### config.mk
export PLATFORM = sky130hd
export DESIGN_NAME = las_top
export DESIGN_NICKNAME = d
export VERILOG_FILES = /design/src/common/las_pkg.sv /design/src/common/las_reg_if.sv /design/src/las_sense_mem.sv /design/src/las_wb_port.sv /design/src/las_top.sv
export SDC_FILE = /design/constraint.sdc
export NUM_CORES = 1
export LEC_CHECK = 0
export ABC_AREA = 1
export BUFFER_PORTS_ARGS = -buffer_cell sky130_fd_sc_hd__buf_2
export CELL_PAD_IN_SITES_DETAIL_PLACEMENT = 0
export CELL_PAD_IN_SITES_GLOBAL_PLACEMENT = 1
export CORE_UTILIZATION = 30
export CTS_BUF_LIST = sky130_fd_sc_hd__clkbuf_4 sky130_fd_sc_hd__clkbuf_8
export CTS_CLUSTER_SIZE = 16
export DETAILED_ROUTE_END_ITERATION = 12
export PLACE_DENSITY = 0.68
export SYNTH_ARGS = -nofsm -noshare
export SYNTH_HDL_FRONTEND = slang
export SYNTH_SLANG_ARGS = --single-unit
### constraint.sdc
create_clock -name core_clk -period 1.85 [get_ports core_clk]
set_input_delay 0.37 -clock core_clk [delete_from_list [all_inputs] [get_ports core_clk]]
set_output_delay 0.37 -clock core_clk [all_outputs]
set_load 0.005 [all_outputs]
### src/common/las_pkg.sv
package las_pkg;

  // completion codes
  localparam logic [7:0] CC_NONE    = 8'h00;
  localparam logic [7:0] CC_UNRECOV = 8'h0C;
  localparam logic [7:0] CC_EXCEPT  = 8'h02;
  localparam logic [7:0] RST_BYTE   = 8'h00;

  // register byte offsets
  localparam logic [7:0] OFS_COMPL     = 8'h00;
  localparam logic [7:0] OFS_SUMMARY   = 8'h04;
  localparam logic [7:0] OFS_EXT       = 8'h08;
  localparam logic [7:0] OFS_PTR_HI    = 8'h0C;
  localparam logic [7:0] OFS_PTR_LO    = 8'h10;
  localparam logic [7:0] OFS_CTRL      = 8'h14;
  localparam logic [7:0] OFS_SENSE     = 8'h20;
  localparam logic [7:0] OFS_SENSE_END = 8'h40;

  // control write bits and control read bits
  localparam int CTRL_ACK_BIT   = 0;
  localparam int CTRL_RST_BIT   = 1;
  localparam int STAT_DONE_BIT  = 0;
  localparam int STAT_HALT_BIT  = 1;
  localparam int STAT_SENSE_BIT = 2;
  localparam int STAT_READY_BIT = 3;

  localparam int SENSE_DEPTH = 8;
  localparam int SENSE_IDX_W = 3;

  typedef enum logic [2:0] {
    ST_IDLE, ST_LOAD, ST_WAIT, ST_SENSE, ST_HALT
  } las_state_t;

  // reserved bits of each extended category read as zero
  function automatic logic [7:0] ext_mask(input logic [2:0] cat);
    logic [7:0] m;
    m = 8'h00;
    case (cat)
      3'h1: m = 8'hCE;
      3'h2: m = 8'h9E;
      3'h3: m = 8'hFE;
      3'h4: m = 8'hFE;
      3'h5: m = 8'hD2;
      3'h6: m = 8'h76;
      3'h7: m = 8'h0E;
      default: m = 8'h00;
    endcase
    return m;
  endfunction

  function automatic logic [7:0] cat_onehot(input logic [2:0] cat);
    return 8'h01 << cat;
  endfunction

  // flags in order {invalid hw, write fail, machine check, dsr}
  function automatic logic [7:0] unrecov_summary(input logic [3:0] f);
    return {f[3], f[2], f[1], 2'b00, f[0], 2'b00};
  endfunction

  function automatic logic ptr_needed(input logic [7:0] sum);
    return |sum[6:3];
  endfunction

endpackage

### src/common/las_reg_if.sv
// register access carried from the bus port to the register file
interface las_reg_if;
  logic [7:0]  adr;
  logic        we;
  logic [3:0]  sel;
  logic [31:0] wdat;
  logic        wrEn;
  logic [31:0] rdData;

  modport port (output adr, we, sel, wdat, wrEn, input rdData);
  modport regs (input adr, we, sel, wdat, wrEn, output rdData);
endinterface

### src/las_sense_mem.sv
// holds the automatic sense bytes; read data come from a register
module las_sense_mem #(
  parameter int DEPTH = las_pkg::SENSE_DEPTH,
  parameter int IDX_W = las_pkg::SENSE_IDX_W
) (
  input  wire logic             core_clk,
  input  wire logic             sys_rst,
  input  wire logic             wrEn,
  input  wire logic [IDX_W-1:0] wrIdx,
  input  wire logic [7:0]       wrData,
  input  wire logic [IDX_W-1:0] rdIdx,
  output logic      [7:0]       rdData
);

  typedef struct packed {
    logic [DEPTH-1:0][7:0] cells;
    logic [7:0]            rd;
  } las_mem_st_t;

  las_mem_st_t st_q;
  las_mem_st_t st_d;

  //////////////////////////////////////////////////////////////////////
  // write port and registered read port
  always_comb begin
    st_d = st_q;
    if (wrEn) begin
      st_d.cells[wrIdx] = wrData;
    end
    st_d.rd = st_q.cells[rdIdx]; // old data on a same-cycle collision
  end

  always_ff @(posedge core_clk) begin
    if (sys_rst) begin
      st_q <= '0;
    end else begin
      st_q <= st_d;
    end
  end

  assign rdData = st_q.rd;

endmodule // las_sense_mem

### src/las_wb_port.sv
// classic wishbone slave: ack two edges after the request is seen
module las_wb_port (
  input  wire logic        core_clk,
  input  wire logic        sys_rst,
  input  wire logic        wb_cyc_i,
  input  wire logic        wb_stb_i,
  input  wire logic        wb_we_i,
  input  wire logic [7:0]  wb_adr_i,
  input  wire logic [3:0]  wb_sel_i,
  input  wire logic [31:0] wb_dat_i,
  output logic      [31:0] wb_dat_o,
  output logic             wb_ack_o,
  las_reg_if.port          bus
);

  typedef struct packed {
    logic        pend;
    logic        ack;
    logic [31:0] dat;
  } las_wb_st_t;

  las_wb_st_t st_q;
  las_wb_st_t st_d;

  //////////////////////////////////////////////////////////////////////
  // one wait cycle lets the sense memory register its read data
  always_comb begin
    st_d = st_q;
    st_d.pend = wb_cyc_i && wb_stb_i && !st_q.pend && !st_q.ack;
    st_d.ack = st_q.pend;
    st_d.dat = st_q.pend ? bus.rdData : 32'h0000_0000;
  end

  always_ff @(posedge core_clk) begin
    if (sys_rst) begin
      st_q <= '0;
    end else begin
      st_q <= st_d;
    end
  end

  // request fields pass straight through; master holds them stable
  assign bus.adr  = wb_adr_i;
  assign bus.we   = wb_we_i;
  assign bus.sel  = wb_sel_i;
  assign bus.wdat = wb_dat_i;
  assign bus.wrEn = st_q.pend && wb_we_i;
  assign wb_ack_o = st_q.ack;
  assign wb_dat_o = st_q.dat;

endmodule // las_wb_port

### src/las_top.sv
// completion status reporting: unrecoverable error and exception classes
//
// Chosen here: the address map and the Wishbone register port.
module las_top #(
  parameter int DEPTH = las_pkg::SENSE_DEPTH,
  parameter int IDX_W = las_pkg::SENSE_IDX_W,
  parameter int PTR_W = 16
) (
  input  wire logic             core_clk,
  input  wire logic             sys_rst,
  // wishbone register port
  input  wire logic             wb_cyc_i,
  input  wire logic             wb_stb_i,
  input  wire logic             wb_we_i,
  input  wire logic [7:0]       wb_adr_i,
  input  wire logic [3:0]       wb_sel_i,
  input  wire logic [31:0]      wb_dat_i,
  output logic      [31:0]      wb_dat_o,
  output logic                  wb_ack_o,
  // reports from the adapter core, and sense index and status back to it
  input  wire logic             unrecovReq,
  input  wire logic [3:0]       unrecovFlags,
  input  wire logic             exceptReq,
  input  wire logic [2:0]       exceptCat,
  input  wire logic [7:0]       exceptDetail,
  input  wire logic             returnReq,
  input  wire logic [PTR_W-1:0] scbPtr,
  input  wire logic [7:0]       senseByte,
  output logic      [IDX_W-1:0] senseSel,
  output logic                  rptReady,
  output logic                  complDone,
  output logic                  adapterHalted,
  output logic                  adapterStop
);

  localparam int HALF_W = PTR_W / 2;

  typedef struct packed {
    las_pkg::las_state_t state;
    logic [7:0]          compl;
    logic [7:0]          summary;
    logic [7:0]          ext;
    logic [HALF_W-1:0]   ptrHi;
    logic [HALF_W-1:0]   ptrLo;
    logic                done;
    logic                halted;
    logic                senseValid;
    logic                ready;
    logic                stop;
    logic [IDX_W-1:0]    senseSel;
  } las_top_st_t;

  localparam las_top_st_t ST_RESET = '{
    state:      las_pkg::ST_IDLE,
    compl:      las_pkg::CC_NONE,
    summary:    las_pkg::RST_BYTE,
    ext:        las_pkg::RST_BYTE,
    ptrHi:      '0,
    ptrLo:      '0,
    done:       1'b0,
    halted:     1'b0,
    senseValid: 1'b0,
    ready:      1'b1,
    stop:       1'b0,
    senseSel:   '0
  };

  localparam logic [IDX_W-1:0] LAST_IDX = IDX_W'(DEPTH - 1);

  las_top_st_t st_q;
  las_top_st_t st_d;

  las_reg_if   regBus ();

  logic [7:0]       memRd;
  logic             memWr;
  logic [IDX_W-1:0] memRdIdx;
  logic             ackWr;
  logic             rstWr;
  logic             senseHit;
  logic [7:0]       catMask;
  logic [7:0]       irlBit;

  //////////////////////////////////////////////////////////////////////
  // bus slave and sense buffer
  las_wb_port u_port (
    .core_clk (core_clk),
    .sys_rst  (sys_rst),
    .wb_cyc_i (wb_cyc_i),
    .wb_stb_i (wb_stb_i),
    .wb_we_i  (wb_we_i),
    .wb_adr_i (wb_adr_i),
    .wb_sel_i (wb_sel_i),
    .wb_dat_i (wb_dat_i),
    .wb_dat_o (wb_dat_o),
    .wb_ack_o (wb_ack_o),
    .bus      (regBus.port)
  );

  // sense capture happens only while the core is otherwise frozen
  las_sense_mem #(
    .DEPTH (DEPTH),
    .IDX_W (IDX_W)
  ) u_sense (
    .core_clk (core_clk),
    .sys_rst  (sys_rst),
    .wrEn     (memWr),
    .wrIdx    (st_q.senseSel),
    .wrData   (senseByte),
    .rdIdx    (memRdIdx),
    .rdData   (memRd)
  );

  //////////////////////////////////////////////////////////////////////
  // decode of the control register and the sense window
  always_comb begin
    memRdIdx = regBus.adr[IDX_W+1:2];
    senseHit = (regBus.adr >= las_pkg::OFS_SENSE) &&
               (regBus.adr < las_pkg::OFS_SENSE_END);
    ackWr = 1'b0;
    rstWr = 1'b0;
    if (regBus.wrEn && regBus.sel[0] &&
        regBus.adr == las_pkg::OFS_CTRL) begin
      ackWr = regBus.wdat[las_pkg::CTRL_ACK_BIT];
      rstWr = regBus.wdat[las_pkg::CTRL_RST_BIT];
    end
  end

  //////////////////////////////////////////////////////////////////////
  // read mux; unmapped offsets read as zero
  always_comb begin
    regBus.rdData = 32'h0000_0000;
    if (regBus.adr == las_pkg::OFS_COMPL) begin
      regBus.rdData[7:0] = st_q.compl;
    end else if (regBus.adr == las_pkg::OFS_SUMMARY) begin
      regBus.rdData[7:0] = st_q.summary;
    end else if (regBus.adr == las_pkg::OFS_EXT) begin
      regBus.rdData[7:0] = st_q.ext;
    end else if (regBus.adr == las_pkg::OFS_PTR_HI) begin
      regBus.rdData[HALF_W-1:0] = st_q.ptrHi;
    end else if (regBus.adr == las_pkg::OFS_PTR_LO) begin
      regBus.rdData[HALF_W-1:0] = st_q.ptrLo;
    end else if (regBus.adr == las_pkg::OFS_CTRL) begin
      regBus.rdData[las_pkg::STAT_DONE_BIT]  = st_q.done;
      regBus.rdData[las_pkg::STAT_HALT_BIT]  = st_q.halted;
      regBus.rdData[las_pkg::STAT_SENSE_BIT] = st_q.senseValid;
      regBus.rdData[las_pkg::STAT_READY_BIT] = st_q.ready;
    end else if (senseHit) begin
      regBus.rdData[7:0] = memRd;
    end
  end

  //////////////////////////////////////////////////////////////////////
  // exception field shaping
  always_comb begin
    catMask = las_pkg::ext_mask(exceptCat);
    irlBit  = {7'h00, returnReq};
  end

  //////////////////////////////////////////////////////////////////////
  // completion sequencer
  always_comb begin
    st_d = st_q;
    st_d.stop = 1'b0;
    memWr = 1'b0;
    // host acknowledge clears completion; a set below still wins
    if (ackWr) begin
      st_d.done = 1'b0;
    end
    case (st_q.state)
      las_pkg::ST_IDLE: begin
        // unrecoverable wins when both reports arrive together
        if (unrecovReq) begin
          st_d.compl = las_pkg::CC_UNRECOV;
          st_d.summary = las_pkg::unrecov_summary(unrecovFlags);
          st_d.ext = las_pkg::RST_BYTE;
          st_d.senseSel = '0;
          st_d.senseValid = 1'b0;
          st_d.state = las_pkg::ST_SENSE;
        end else if (exceptReq && exceptCat != 3'h0) begin
          st_d.compl = las_pkg::CC_EXCEPT;
          st_d.summary = las_pkg::cat_onehot(exceptCat) | irlBit;
          st_d.ext = (exceptDetail & catMask) | irlBit;
          if (las_pkg::ptr_needed(las_pkg::cat_onehot(exceptCat))) begin
            st_d.ptrHi = scbPtr[PTR_W-1:HALF_W];
            st_d.ptrLo = scbPtr[HALF_W-1:0];
          end
          st_d.state = las_pkg::ST_LOAD;
        end
      end
      las_pkg::ST_LOAD: begin
        // status has stood a full cycle before done rises
        st_d.done = 1'b1;
        st_d.state = las_pkg::ST_WAIT;
      end
      las_pkg::ST_WAIT: begin
        if (!st_q.done) begin
          st_d.state = las_pkg::ST_IDLE;
        end
      end
      las_pkg::ST_SENSE: begin
        // one sense byte per cycle, core answers senseSel directly
        memWr = 1'b1;
        st_d.senseSel = st_q.senseSel + 1'b1;
        if (st_q.senseSel == LAST_IDX) begin
          st_d.senseSel = '0;
          st_d.senseValid = 1'b1;
          st_d.done = 1'b1;
          st_d.halted = 1'b1;
          st_d.state = las_pkg::ST_HALT;
        end
      end
      las_pkg::ST_HALT: begin
        // nothing more is taken until the adapter reset command
        st_d.state = las_pkg::ST_HALT;
      end
      default: begin
        st_d.state = las_pkg::ST_IDLE;
      end
    endcase
    // adapter reset stops everything but keeps sense data for logging
    if (rstWr) begin
      st_d = ST_RESET;
      st_d.senseValid = st_q.senseValid;
      st_d.stop = 1'b1;
    end
    st_d.ready = (st_d.state == las_pkg::ST_IDLE);
  end

  always_ff @(posedge core_clk) begin
    if (sys_rst) begin
      st_q <= ST_RESET;
    end else begin
      st_q <= st_d;
    end
  end

  //////////////////////////////////////////////////////////////////////
  // outputs straight from the state register
  assign senseSel      = st_q.senseSel;
  assign rptReady      = st_q.ready;
  assign complDone     = st_q.done;
  assign adapterHalted = st_q.halted;
  assign adapterStop   = st_q.stop;

endmodule // las_top

==> results_dict.tcl, run 1 <==
set metrics [dict create \
    vias 5067 \
    cts_tree "done" \
    gr-total-overflow 0 \
    async_flop_share_pct 0 \
    fp-row-count 49 \
    seq_power_share_pct 49.7 \
    cts_made_buffers 17 \
    power_mw 5.71 \
    layout_min_cycle_time_ns 1.53 \
    via_per_inst 4.53 \
    synth_common_cells "nand2_1, nor2_1, dfxtp_1" \
    ioPinCount 131 \
    cts-root-buf "clkbuf_8" \
    hp-start "scbPtr[13]" \
    die_h_um 140 \
    crit_path_cell_trace "inv_1 -> nand2_1 -> nor2_4 -> inv_2 -> nor2_1 -> inv_1 -> nor2_4 -> inv_1 -> nor2_1 -> nor2_1" \
    r2r_cells 10 \
    synth.area.mux_share_pct 0 \
    grt_pass1_wl_mm 26.0 \
    cp_data_arrival_time_ns 1.86 \
    r2r_setup_slack_ns 0.32 \
    diodes 0 \
    ys_seq_area_share_pct 44.7 \
    crit_path_top_delay_cell "dfxtp_1" \
    synth_ff_type "dfxtp_1" \
    clock-skew-final_ns 0.0112 \
    grt_usage_pct 17.1 \
    synthDominantCellAreaShare_pct 44.7 \
    drt-initial-drc-count 222 \
    r2r-end "u_sense.st_q[45]$_SDFFE_PP0P_" \
    clk_path_buf_depth 2 \
    synth_top_family_by_area "simple AND/OR/NAND/NOR gates" \
    synth-simple-area-share_pct 27.8 \
    min_path_type "in2reg" \
    p_comb_share_pct 9.9 \
    drt_pass1_iterations 5 \
    place_inst 1087 \
    ant_nets 0 \
    hold_buffers 0 \
    setup_violations 0 \
    rsz0062_at_grt "no" \
    port_buffers 72 \
    synthAdderAreaFrac_pct 0.440 \
    post_dp_cell_area_mm2 0.00641 \
    wl_per_cell_um 14.2 \
    start_util_pct 31.1 \
    drc_errors 0 \
    drive_gt1_share_pct 20.7 \
    synth_xor_area_share_pct 0 \
    leakagePower_nw 2.85 \
    hold_viol 0 \
    end_kind "flop" \
    syn_area_mm2 0.00569 \
    dp_hpwl_mm 11.4 \
    grt_max_degree 74 \
    maxCapViolCount 0 \
    path_clk_slew_ns 0.08 \
    swShare_pct 26.7 \
    hold_depth 3 \
    dieArea_mm2 0.0195 \
    htree_levels 4 \
    use_met1_pct 22.5 \
    report.final.slew_viol_count 0 \
    cellPowerDensity_mw_per_mm2 841 \
    p_sw_mw 1.52 \
    met2_usage_pct 28.0 \
    final_cells 1119 \
    antenna_found_initial 0 \
    fin_util_pct 37.2 \
    met3_usage_pct 3.37 \
    timing.final.crit_share_pct 82.5 \
    ys_ff_latch 127 \
    nets 970 \
    grt_pass1_vias 4961 \
    area_growth_pct 19.4 \
    synth.top_cells.by_area "dfxtp_1, nand2_1, nor2_1" \
    gr-max-usage-layer "met2" \
    synth_edf_count 0 \
    design_area_mm2 0.00679 \
    postSynthAreaPerCell_um2 7.31 \
    die_width_um 140 \
    reg2reg_from "st_q[50]$_SDFF_PP0_" \
    cpPeakStageDelay_ns 0.31 \
    path_max_fanout 8 \
    required_ns 2.18 \
    ys_types 38 \
    cts.repair.resized 0 \
    finalSetupTns_ns 0 \
    clkPwrFrac_pct 40.3 \
    setup.worst_path.class "reg2reg" \
    synth.most_common_cell "nand2_1" \
    fillers 1975 \
    synth_compound_area_share_pct 17.4 \
    p_int_mw 4.19 \
    yosysTopAreaCell "dfxtp_1" \
    place_congestion 0.840 \
    min_to "st_q[21]$_SDFFE_PP0P_" \
    cts.sinks 127 \
    cp-start-kind "flop" \
    status "completed" \
    ir_worst_vdd_v 0.000436 \
    core_mm2 0.0183 \
    wirelength_mm 15.9 \
    worstSkewPairLatency_ns 0.44 \
    yosys_warnings 0 \
    synth_cells 778 \
    clock.fmax_ghz 0.655 \
    post_cts_buffers 0 \
]
[worst max path at each step]
stage / start / endpoint / slack, ns / cells past startpoint
floorplan: wb_adr_i[5] / st_q[43]$_SDFFE_PP0P_ / 0.35 / 9
global placement: wb_adr_i[3] / st_q[5]$_SDFFE_PP0P_ / 0.04 / 10
detailed placement: wb_adr_i[3] / st_q[5]$_SDFFE_PP0P_ / 0.02 / 10
CTS: st_q[50]$_SDFF_PP0_ / u_sense.st_q[45]$_SDFFE_PP0P_ / 0.31 / 10
global route: st_q[50]$_SDFF_PP0_ / u_sense.st_q[69]$_SDFFE_PP0P_ / 0.12 / 10
finish: st_q[50]$_SDFF_PP0_ / u_sense.st_q[45]$_SDFFE_PP0P_ / 0.32 / 10
[power groups by stage]
stage / Combinational (mW) / Clock [mW] / Sequential [mW]
2_1_floorplan: 0.369 / 0 / 2.89
3_3_place_gp: 0.572 / 0 / 2.90
3_5_place_dp: 0.571 / 0 / 2.90
4_1_cts: 0.573 / 2.37 / 2.84
5_1_grt: 0.645 / 2.50 / 2.85
6_report: 0.568 / 2.30 / 2.84
[metal layers]
metal | share of wire, % | vias up | routed length [um]
li1 | - | 2698 | -
met1 | 48 | 2247 | 7600
met2 | 47 | 109 | 7460
met3 | 3.8 | 13 | 607
met4 | 1.4 | 0 | 223
met5 | 0 | - | 0
[cell families after synthesis]
group,count (synthesis)
adder cells (fa/ha/maj),2
AO/OA/AOI/OAI,173
flip-flops,127
AND/OR/NAND/NOR,369
buffers and inverters,106
other,1
[sequential cells by signal, summed over array words and instances, names as in the netlist, 3 cells and up]
register	cells
u_sense.rdData	8
senseSel	3
u_port.wb_dat_o	8
u_sense.st_q	64
st_q	38
[cell usage in the layout, fill, tap and decap left out, types with 3 or more instances in the layout]
| master | synthesis | final |
|---|---|---|
| a21oi_1 | 54 | 54 |
| conb_1 | 1 | 24 |
| clkinvlp_4 | 0 | 3 |
| a22oi_1 | 9 | 9 |
| dfxtp_1 | 127 | 127 |
| nand4_1 | 9 | 9 |
| a31oi_1 | 3 | 3 |
| nand2_1 | 151 | 151 |
| inv_1 | 48 | 48 |
| inv_2 | 5 | 5 |
| nor2_1 | 143 | 143 |
| o21ai_0 | 81 | 81 |
| nor3_1 | 6 | 6 |
| nand2_2 | 12 | 12 |
| buf_2 | 6 | 72 |
| nor2_4 | 8 | 8 |
| buf_4 | 32 | 30 |
| buf_12 | 1 | 5 |
| clkbuf_8 | 0 | 20 |
| nand3_1 | 32 | 32 |
| clkinv_2 | 0 | 5 |
| a21oi_2 | 10 | 10 |
| a211oi_1 | 4 | 4 |
[critical path, delay by kind of cell, from the launching register on]
family / cells / cell delay [ns]
buffers and inverters: 4 / 0.44
DFF: 1 / 0.31
and+or+nand+nor: 6 / 0.65
[layout make-up]
cell class	instances	area, um2	share of cell area (%)
clock buffer	22	290	4.28
clock inverter	10	86.3	1.27
inverter	56	213	3.13
multi-input combinational	568	2690	39.6
sequential	127	2540	37.4
tap	229	287	4.22
timing repair buffer	107	686	10.1
[stage by stage]
step | hold slack, ns | worst slack [ns]
after floorplan | 0.419 | 0.352
after global routing | 0.159 | 0.118
after CTS | 0.155 | 0.308
final | 0.177 | 0.324
after global placement | 0.435 | 0.0444
after detailed placement | 0.439 | 0.0223
No activity file was read; power rests on OpenSTA's default activity.
==> run 2, diff against run 1 <==
- ABC_AREA: 1 -> 0
- PLACE_DENSITY: 0.68 -> 0.67
- clock period: 1.85 -> 1.3 ns (I/O delays scaled with it)
==> run 2 against run 1 <==
The flow now finishes with violations (setup timing). Sequential power rose by 42%. Largest power group unchanged. Sequential share of layout area fell by 4.8 points. Synthesized area rose by 2.7%. Highest routed layer is now met5.
==> results_dict.tcl, run 2 <==
set metrics [dict create \
    status "finished, violations left" \
    failed_checks "setup timing" \
    p_sw_mw 2.29 \
    synth.top_cells.by_area "dfxtp_1, mux2i_1, mux4_2" \
    fin_util_pct 41.6 \
    yosysTopAreaCell "dfxtp_1" \
    rsz0062_at_grt "yes" \
    dieArea_mm2 0.0200 \
    pre_cts_slack_ns -0.319 \
    cellPowerDensity_mw_per_mm2 1110 \
    grt_usage_pct 16.7 \
    drc_errors 0 \
    fillers 1898 \
    ant_nets 0 \
    synthDominantCellAreaShare_pct 43.5 \
    nets 840 \
    p_int_mw 6.42 \
    p_comb_share_pct 12.8 \
    largest_reg_flops 64 \
    port_buffers 72 \
    regArea_mm2 0.00257 \
    required_ns 1.67 \
    cp-startpoint "st_q[50]$_SDFF_PP0_" \
    hold_depth 3 \
    min_path_type "in2reg" \
    setup.worst_path.class "reg2reg" \
    maxCapViolCount 0 \
    diodes 0 \
    hp-start "scbPtr[15]" \
    synth_cells 631 \
    antenna_found_initial 1 \
    cpPeakStageDelay_ns 0.41 \
    wirelength_mm 16.5 \
    seq_power_share_pct 46.2 \
    postSynthAreaPerCell_um2 9.25 \
    ys_types 57 \
    crit_path_top_delay_cell "or3_4" \
    cts.sinks 127 \
    wl_per_cell_um 16.2 \
    die_h_um 142 \
    async_flop_share_pct 0 \
    clock.fmax_ghz 0.648 \
    yosys_warnings 0 \
    ir_worst_vdd_v 0.000615 \
    r2r_cells 5 \
    clock-skew-final_ns 0.0159 \
    place_congestion 0.825 \
    layout_commonest_cell "dfxtp_1" \
    cp-start-kind "flop" \
    setup_violations 98 \
    ys_seq_area_share_pct 43.5 \
    synth_common_cells "dfxtp_1, nor2_1, mux2i_1" \
    drt-initial-drc-count 215 \
    cp_data_arrival_time_ns 1.92 \
    ioPinCount 131 \
    leakagePower_nw 3.12 \
    report.final.slew_viol_count 0 \
    htree_levels 4 \
    r2r-end "st_q[16]$_SDFFE_PP0P_" \
    synth_ff_type "dfxtp_1" \
    top_regs "u_sense.st_q x64, st_q x38" \
    grt_pass1_wl_mm 25.7 \
    timing.final.crit_share_pct 119 \
    via_per_inst 4.81 \
    r2r_setup_slack_ns -0.24 \
    hold_viol 0 \
    top_register "u_sense.st_q" \
    swShare_pct 26.3 \
    drt_pass1_iterations 4 \
    grt_pass1_vias 4888 \
    synth_edf_count 0 \
    worstSkewPairLatency_ns 0.44 \
    hold_buffers 0 \
    clk_path_buf_depth 2 \
    area_growth_pct 34.6 \
    cts_tree "done" \
    multi_input_area_mm2 0.00324 \
    ys_ff_latch 127 \
    layout_min_cycle_time_ns 1.54 \
    die_width_um 142 \
    cts-root-buf "clkbuf_8" \
    drive_gt1_share_pct 36.6 \
    synth.most_common_cell "dfxtp_1" \
    finalSetupTns_ns -11.58 \
    end_kind "flop" \
    power_mw 8.70 \
    gr-total-overflow 0 \
    crit_path_cell_trace "or3_4 -> nor3b_4 -> buf_12 -> nand3_1 -> a21oi_2" \
    fp-row-count 50 \
    path_clk_slew_ns 0.08 \
    cts_made_buffers 17 \
    final_cell_mix "dfxtp_1, nor2_1, buf_2" \
    grt_max_degree 74 \
    setup_ws_ns -0.244 \
    start_util_pct 30.9 \
    path_max_fanout 26 \
    reg2reg_from "st_q[50]$_SDFF_PP0_" \
    min_to "st_q[23]$_SDFFE_PP0P_" \
    clkPwrFrac_pct 41.0 \
    syn_area_mm2 0.00584 \
    dp_hpwl_mm 11.4 \
    core_mm2 0.0189 \
    vias 4910 \
]
[run 2: layout make-up]
cell class,count,area share [%]
Multi-Input combinational cell,443,41.2
Sequential cell,127,32.6
Timing Repair Buffer,155,16.6
Tap cell,260,4.14
Clock buffer,18,3.15
Clock inverter,14,2.13
Inverter,3,0.143
[run 2: how the worst max path moves through the flow]
stage               depth (start not counted)  slack (ns)                    end
global placement                            6       -0.29    st_q[49]$_SDFF_PP0_
global route                                5       -0.31  st_q[16]$_SDFFE_PP0P_
finish                                      5       -0.24  st_q[16]$_SDFFE_PP0P_
CTS                                         5       -0.22  st_q[27]$_SDFFE_PP0P_
detailed placement                          6       -0.32    st_q[49]$_SDFF_PP0_
floorplan                                   6       -0.26  st_q[10]$_SDFFE_PP0P_
[run 2: per-layer routing]
metal / wire (um) / share of wire, % / vias to the layer above / global-route usage (%)
li1: - / - / 2418 / -
met5: 16 / 0.097 / - / 0
met3: 800 / 4.9 / 10 / 3.95
met1: 7140 / 43 / 2377 / 20.3
met2: 8400 / 51 / 103 / 29.7
met4: 117 / 0.71 / 2 / 3.96
[run 2: critical path: cells and delay by family, from the launching register on]
kind,cells,cell delay (ns)
flops,1,0.37
compound gates,1,0.14
buf+inv,1,0.19
simple gates,3,0.76
[run 2: stage by stage]
stage                     std cells  hold slack, ns  cell area (um2)
after floorplan                 654           0.379             6140
after global placement          969           0.438             6840
after detailed placement        969           0.443             6840
after CTS                      1014          0.0357             7620
after global routing           1020          0.0470             7860
final                          1020          0.0589             7860
[run 2: timing repair]
action	in CTS	in global routing
endpoints found under the setup margin	112	113
gates cloned	5	0
setup buffers	9	8
resized for setup	44	45
pin swaps	8	33
[run 2: cells by family (layout without fill, tap and decap cells)]
| group | count (synthesis) | in the layout | synth area share (%) |
|---|---|---|---|
| simple gates | 209 | 209 | 17.5 |
| fa+ha+maj | 2 | 2 | 0.428 |
| buf+inv | 84 | 190 | 7.93 |
| flops | 127 | 127 | 43.5 |
| xor+xnor | 2 | 2 | 0.300 |
| mux | 82 | 82 | 17.5 |
| other cells | 1 | 24 | 0.0642 |
| compound gates | 124 | 124 | 12.7 |
[run 2: power by group through the flow]
stage | Combinational (mW) | Sequential [mW] | Clock, mW
finish | 1.11 | 4.02 | 3.57
global route | 1.21 | 4.03 | 3.81
CTS | 1.05 | 4.02 | 3.65
detailed placement | 0.928 | 4.11 | 0
global placement | 0.908 | 4.11 | 0
floorplan | 0.641 | 4.08 | 0
==> run 3, diff against run 2 <==
- CORE_UTILIZATION: 30 -> 38
- PLACE_DENSITY: 0.67 -> 0.81
- SLEW_MARGIN: not set -> 5
- TNS_END_PERCENT: not set -> 20
==> run 3 against run 2 <==
The flow still finishes with violations (setup timing). Clock-buffer cell count shrank 1. Worst setup slack got worse by 0.038 ns. Via count grew 4.1%. Register-to-register slack worse by 0.04 ns. Clock power increased by 7.0%. Clock skew shrank 0.0057 ns. Fmax fell by 2.4%. Critical endpoint is now st_q[30]$_SDFFE_PP0P_. Largest cell class unchanged. Highest routed layer is now met4.
==> results_dict.tcl, run 3 (same netlist as run 2, synthesis figures left out) <==
set metrics [dict create \
    required_ns 1.69 \
    gr-total-overflow 0 \
    grt_max_degree 77 \
    cp-startpoint "st_q[48]$_SDFF_PP0_" \
    place_inst 904 \
    maxCapViolCount 0 \
    hold_viol 0 \
    worstSkewPairLatency_ns 0.46 \
    p_comb_share_pct 11.8 \
    cp_data_arrival_time_ns 1.97 \
    failed_checks "setup timing" \
    ir_worst_vdd_v 0.000948 \
    cts_made_buffers 17 \
    vias 5109 \
    layout_min_cycle_time_ns 1.58 \
    dp_hpwl_mm 11.3 \
    min_to "u_port.st_d[32]$_SDFF_PP0_" \
    path_max_fanout 7 \
    clock.fmax_ghz 0.632 \
    dieArea_mm2 0.0159 \
    seq_power_share_pct 45.2 \
    die_width_um 126 \
    via_per_inst 5.40 \
    cts-root-buf "clkbuf_8" \
    clk_path_buf_depth 2 \
    final_cell_mix "dfxtp_1, nor2_1, buf_2" \
    reg2reg_from "st_q[48]$_SDFF_PP0_" \
    wirelength_mm 16.1 \
    setup_ws_ns -0.282 \
    drive_gt1_share_pct 33.6 \
    diodes 0 \
    min_path_type "in2reg" \
    setup_violations 100 \
    grt_pass1_vias 5098 \
    end_kind "flop" \
    largest_reg_flops 64 \
    drt_pass1_iterations 5 \
    drt-initial-drc-count 400 \
    top_regs "u_sense.st_q x64, st_q x38" \
    port_buffers 72 \
    timing.final.crit_share_pct 122 \
    fp-row-count 44 \
    setup.worst_path.class "reg2reg" \
    cellPowerDensity_mw_per_mm2 1170 \
    finalSetupTns_ns -16.55 \
    clock-skew-final_ns 0.0102 \
    final_cells 946 \
    drc_errors 0 \
    core_mm2 0.0148 \
    status "finished, violations left" \
    report.final.slew_viol_count 0 \
    path_clk_slew_ns 0.08 \
    ioPinCount 131 \
    cp-start-kind "flop" \
    die_h_um 126 \
    r2r_setup_slack_ns -0.28 \
    area_growth_pct 29.7 \
    grt_pass1_wl_mm 25.9 \
    ant_nets 0 \
    top_register "u_sense.st_q" \
    grt_usage_pct 21.0 \
    r2r-end "st_q[30]$_SDFFE_PP0P_" \
    hold_depth 3 \
    wl_per_cell_um 17.0 \
    hp-start "wb_stb_i" \
    nets 842 \
    leakagePower_nw 3.08 \
    p_sw_mw 2.33 \
    cts.sinks 127 \
    r2r_cells 6 \
    antenna_found_initial 0 \
    layout_commonest_cell "dfxtp_1" \
    htree_levels 4 \
    start_util_pct 39.6 \
    place_congestion 0.851 \
    cts_tree "done" \
    rsz0062_at_grt "yes" \
    swShare_pct 26.2 \
    hold_buffers 0 \
    clkPwrFrac_pct 43.0 \
    p_int_mw 6.56 \
]
-- run 3: cell count changes in the layout (fill, tap and decap cells not counted), moves of 4 or more --
cell	before	now
o21ai_2	2	6
nor2_1	79	83
a21oi_2	13	5
o21ai_0	26	10
inv_6	0	5
buf_16	5	0
buf_4	53	58
a21oi_1	40	49
nor3_1	2	8
o21ai_1	2	14
-- run 3: metrics by stage --
step	util, %	cell area (um2)	power (mW)	hold slack, ns	setup slack [ns]
after CTS	50.5	7450	8.91	0.00170	-0.307
final	51.3	7580	8.89	0.0192	-0.282
after global placement	45.8	6760	5.00	0.417	-0.334
after global routing	51.3	7580	9.22	0.0312	-0.342
after detailed placement	45.8	6760	5.03	0.412	-0.367
after floorplan	-	5970	4.67	0.379	-0.262
-- run 3: timing repair --
action,CTS,global route
setup endpoints to repair,112,115
setup buffers,7,2
gates resized for setup,62,25
gates cloned,1,1
endpoints found under the hold margin,0,0
pin swaps,14,18
-- run 3: power by group through the flow --
| stage | Clock (mW) | Combinational (mW) | Sequential (mW) |
|---|---|---|---|
| 2_1_floorplan | 0 | 0.589 | 4.08 |
| 3_3_place_gp | 0 | 0.896 | 4.11 |
| 3_5_place_dp | 0 | 0.918 | 4.11 |
| 4_1_cts | 3.89 | 1.01 | 4.01 |
| 5_1_grt | 4.06 | 1.14 | 4.02 |
| 6_report | 3.82 | 1.05 | 4.02 |
-- run 3: critical path, cell delays in order, from the launching register on --
cell       delay [ns]
dfxtp_4          0.36
or3_4            0.40
nor3b_4          0.22
buf_12           0.15
buf_12           0.12
o2111ai_4        0.12
a21oi_2          0.14
-- run 3: how the worst max path moves through the flow --
| stage | end | slack, ns | cells after the start |
|---|---|---|---|
| final | st_q[30]$_SDFFE_PP0P_ | -0.28 | 6 |
| after global routing | u_sense.st_q[56]$_SDFFE_PP0P_ | -0.34 | 6 |
| after CTS | st_q[31]$_SDFFE_PP0P_ | -0.31 | 6 |
| after detailed placement | st_q[37]$_SDFFE_PP0P_ | -0.37 | 7 |
| after global placement | u_port.wb_dat_o[0]$_SDFF_PP0_ | -0.33 | 7 |
| after floorplan | st_q[10]$_SDFFE_PP0P_ | -0.26 | 6 |
-- run 3: area by class of cell --
cell class,instances,area [um2]
fill,1308,7180
tap,184,230
inverter,3,11.3
clock buffer,17,234
timing repair buffer,157,1240
multi-input combinational,443,3080
sequential,127,2560
clock inverter,15,209
-- run 3: per-layer routing --
metal	wire, um	part of all wire, %	track usage (%)
met2	8080	50	36.2
met3	868	5.4	5.14
met5	0	0	0
met1	6600	41	24.1
met4	559	3.5	10.9
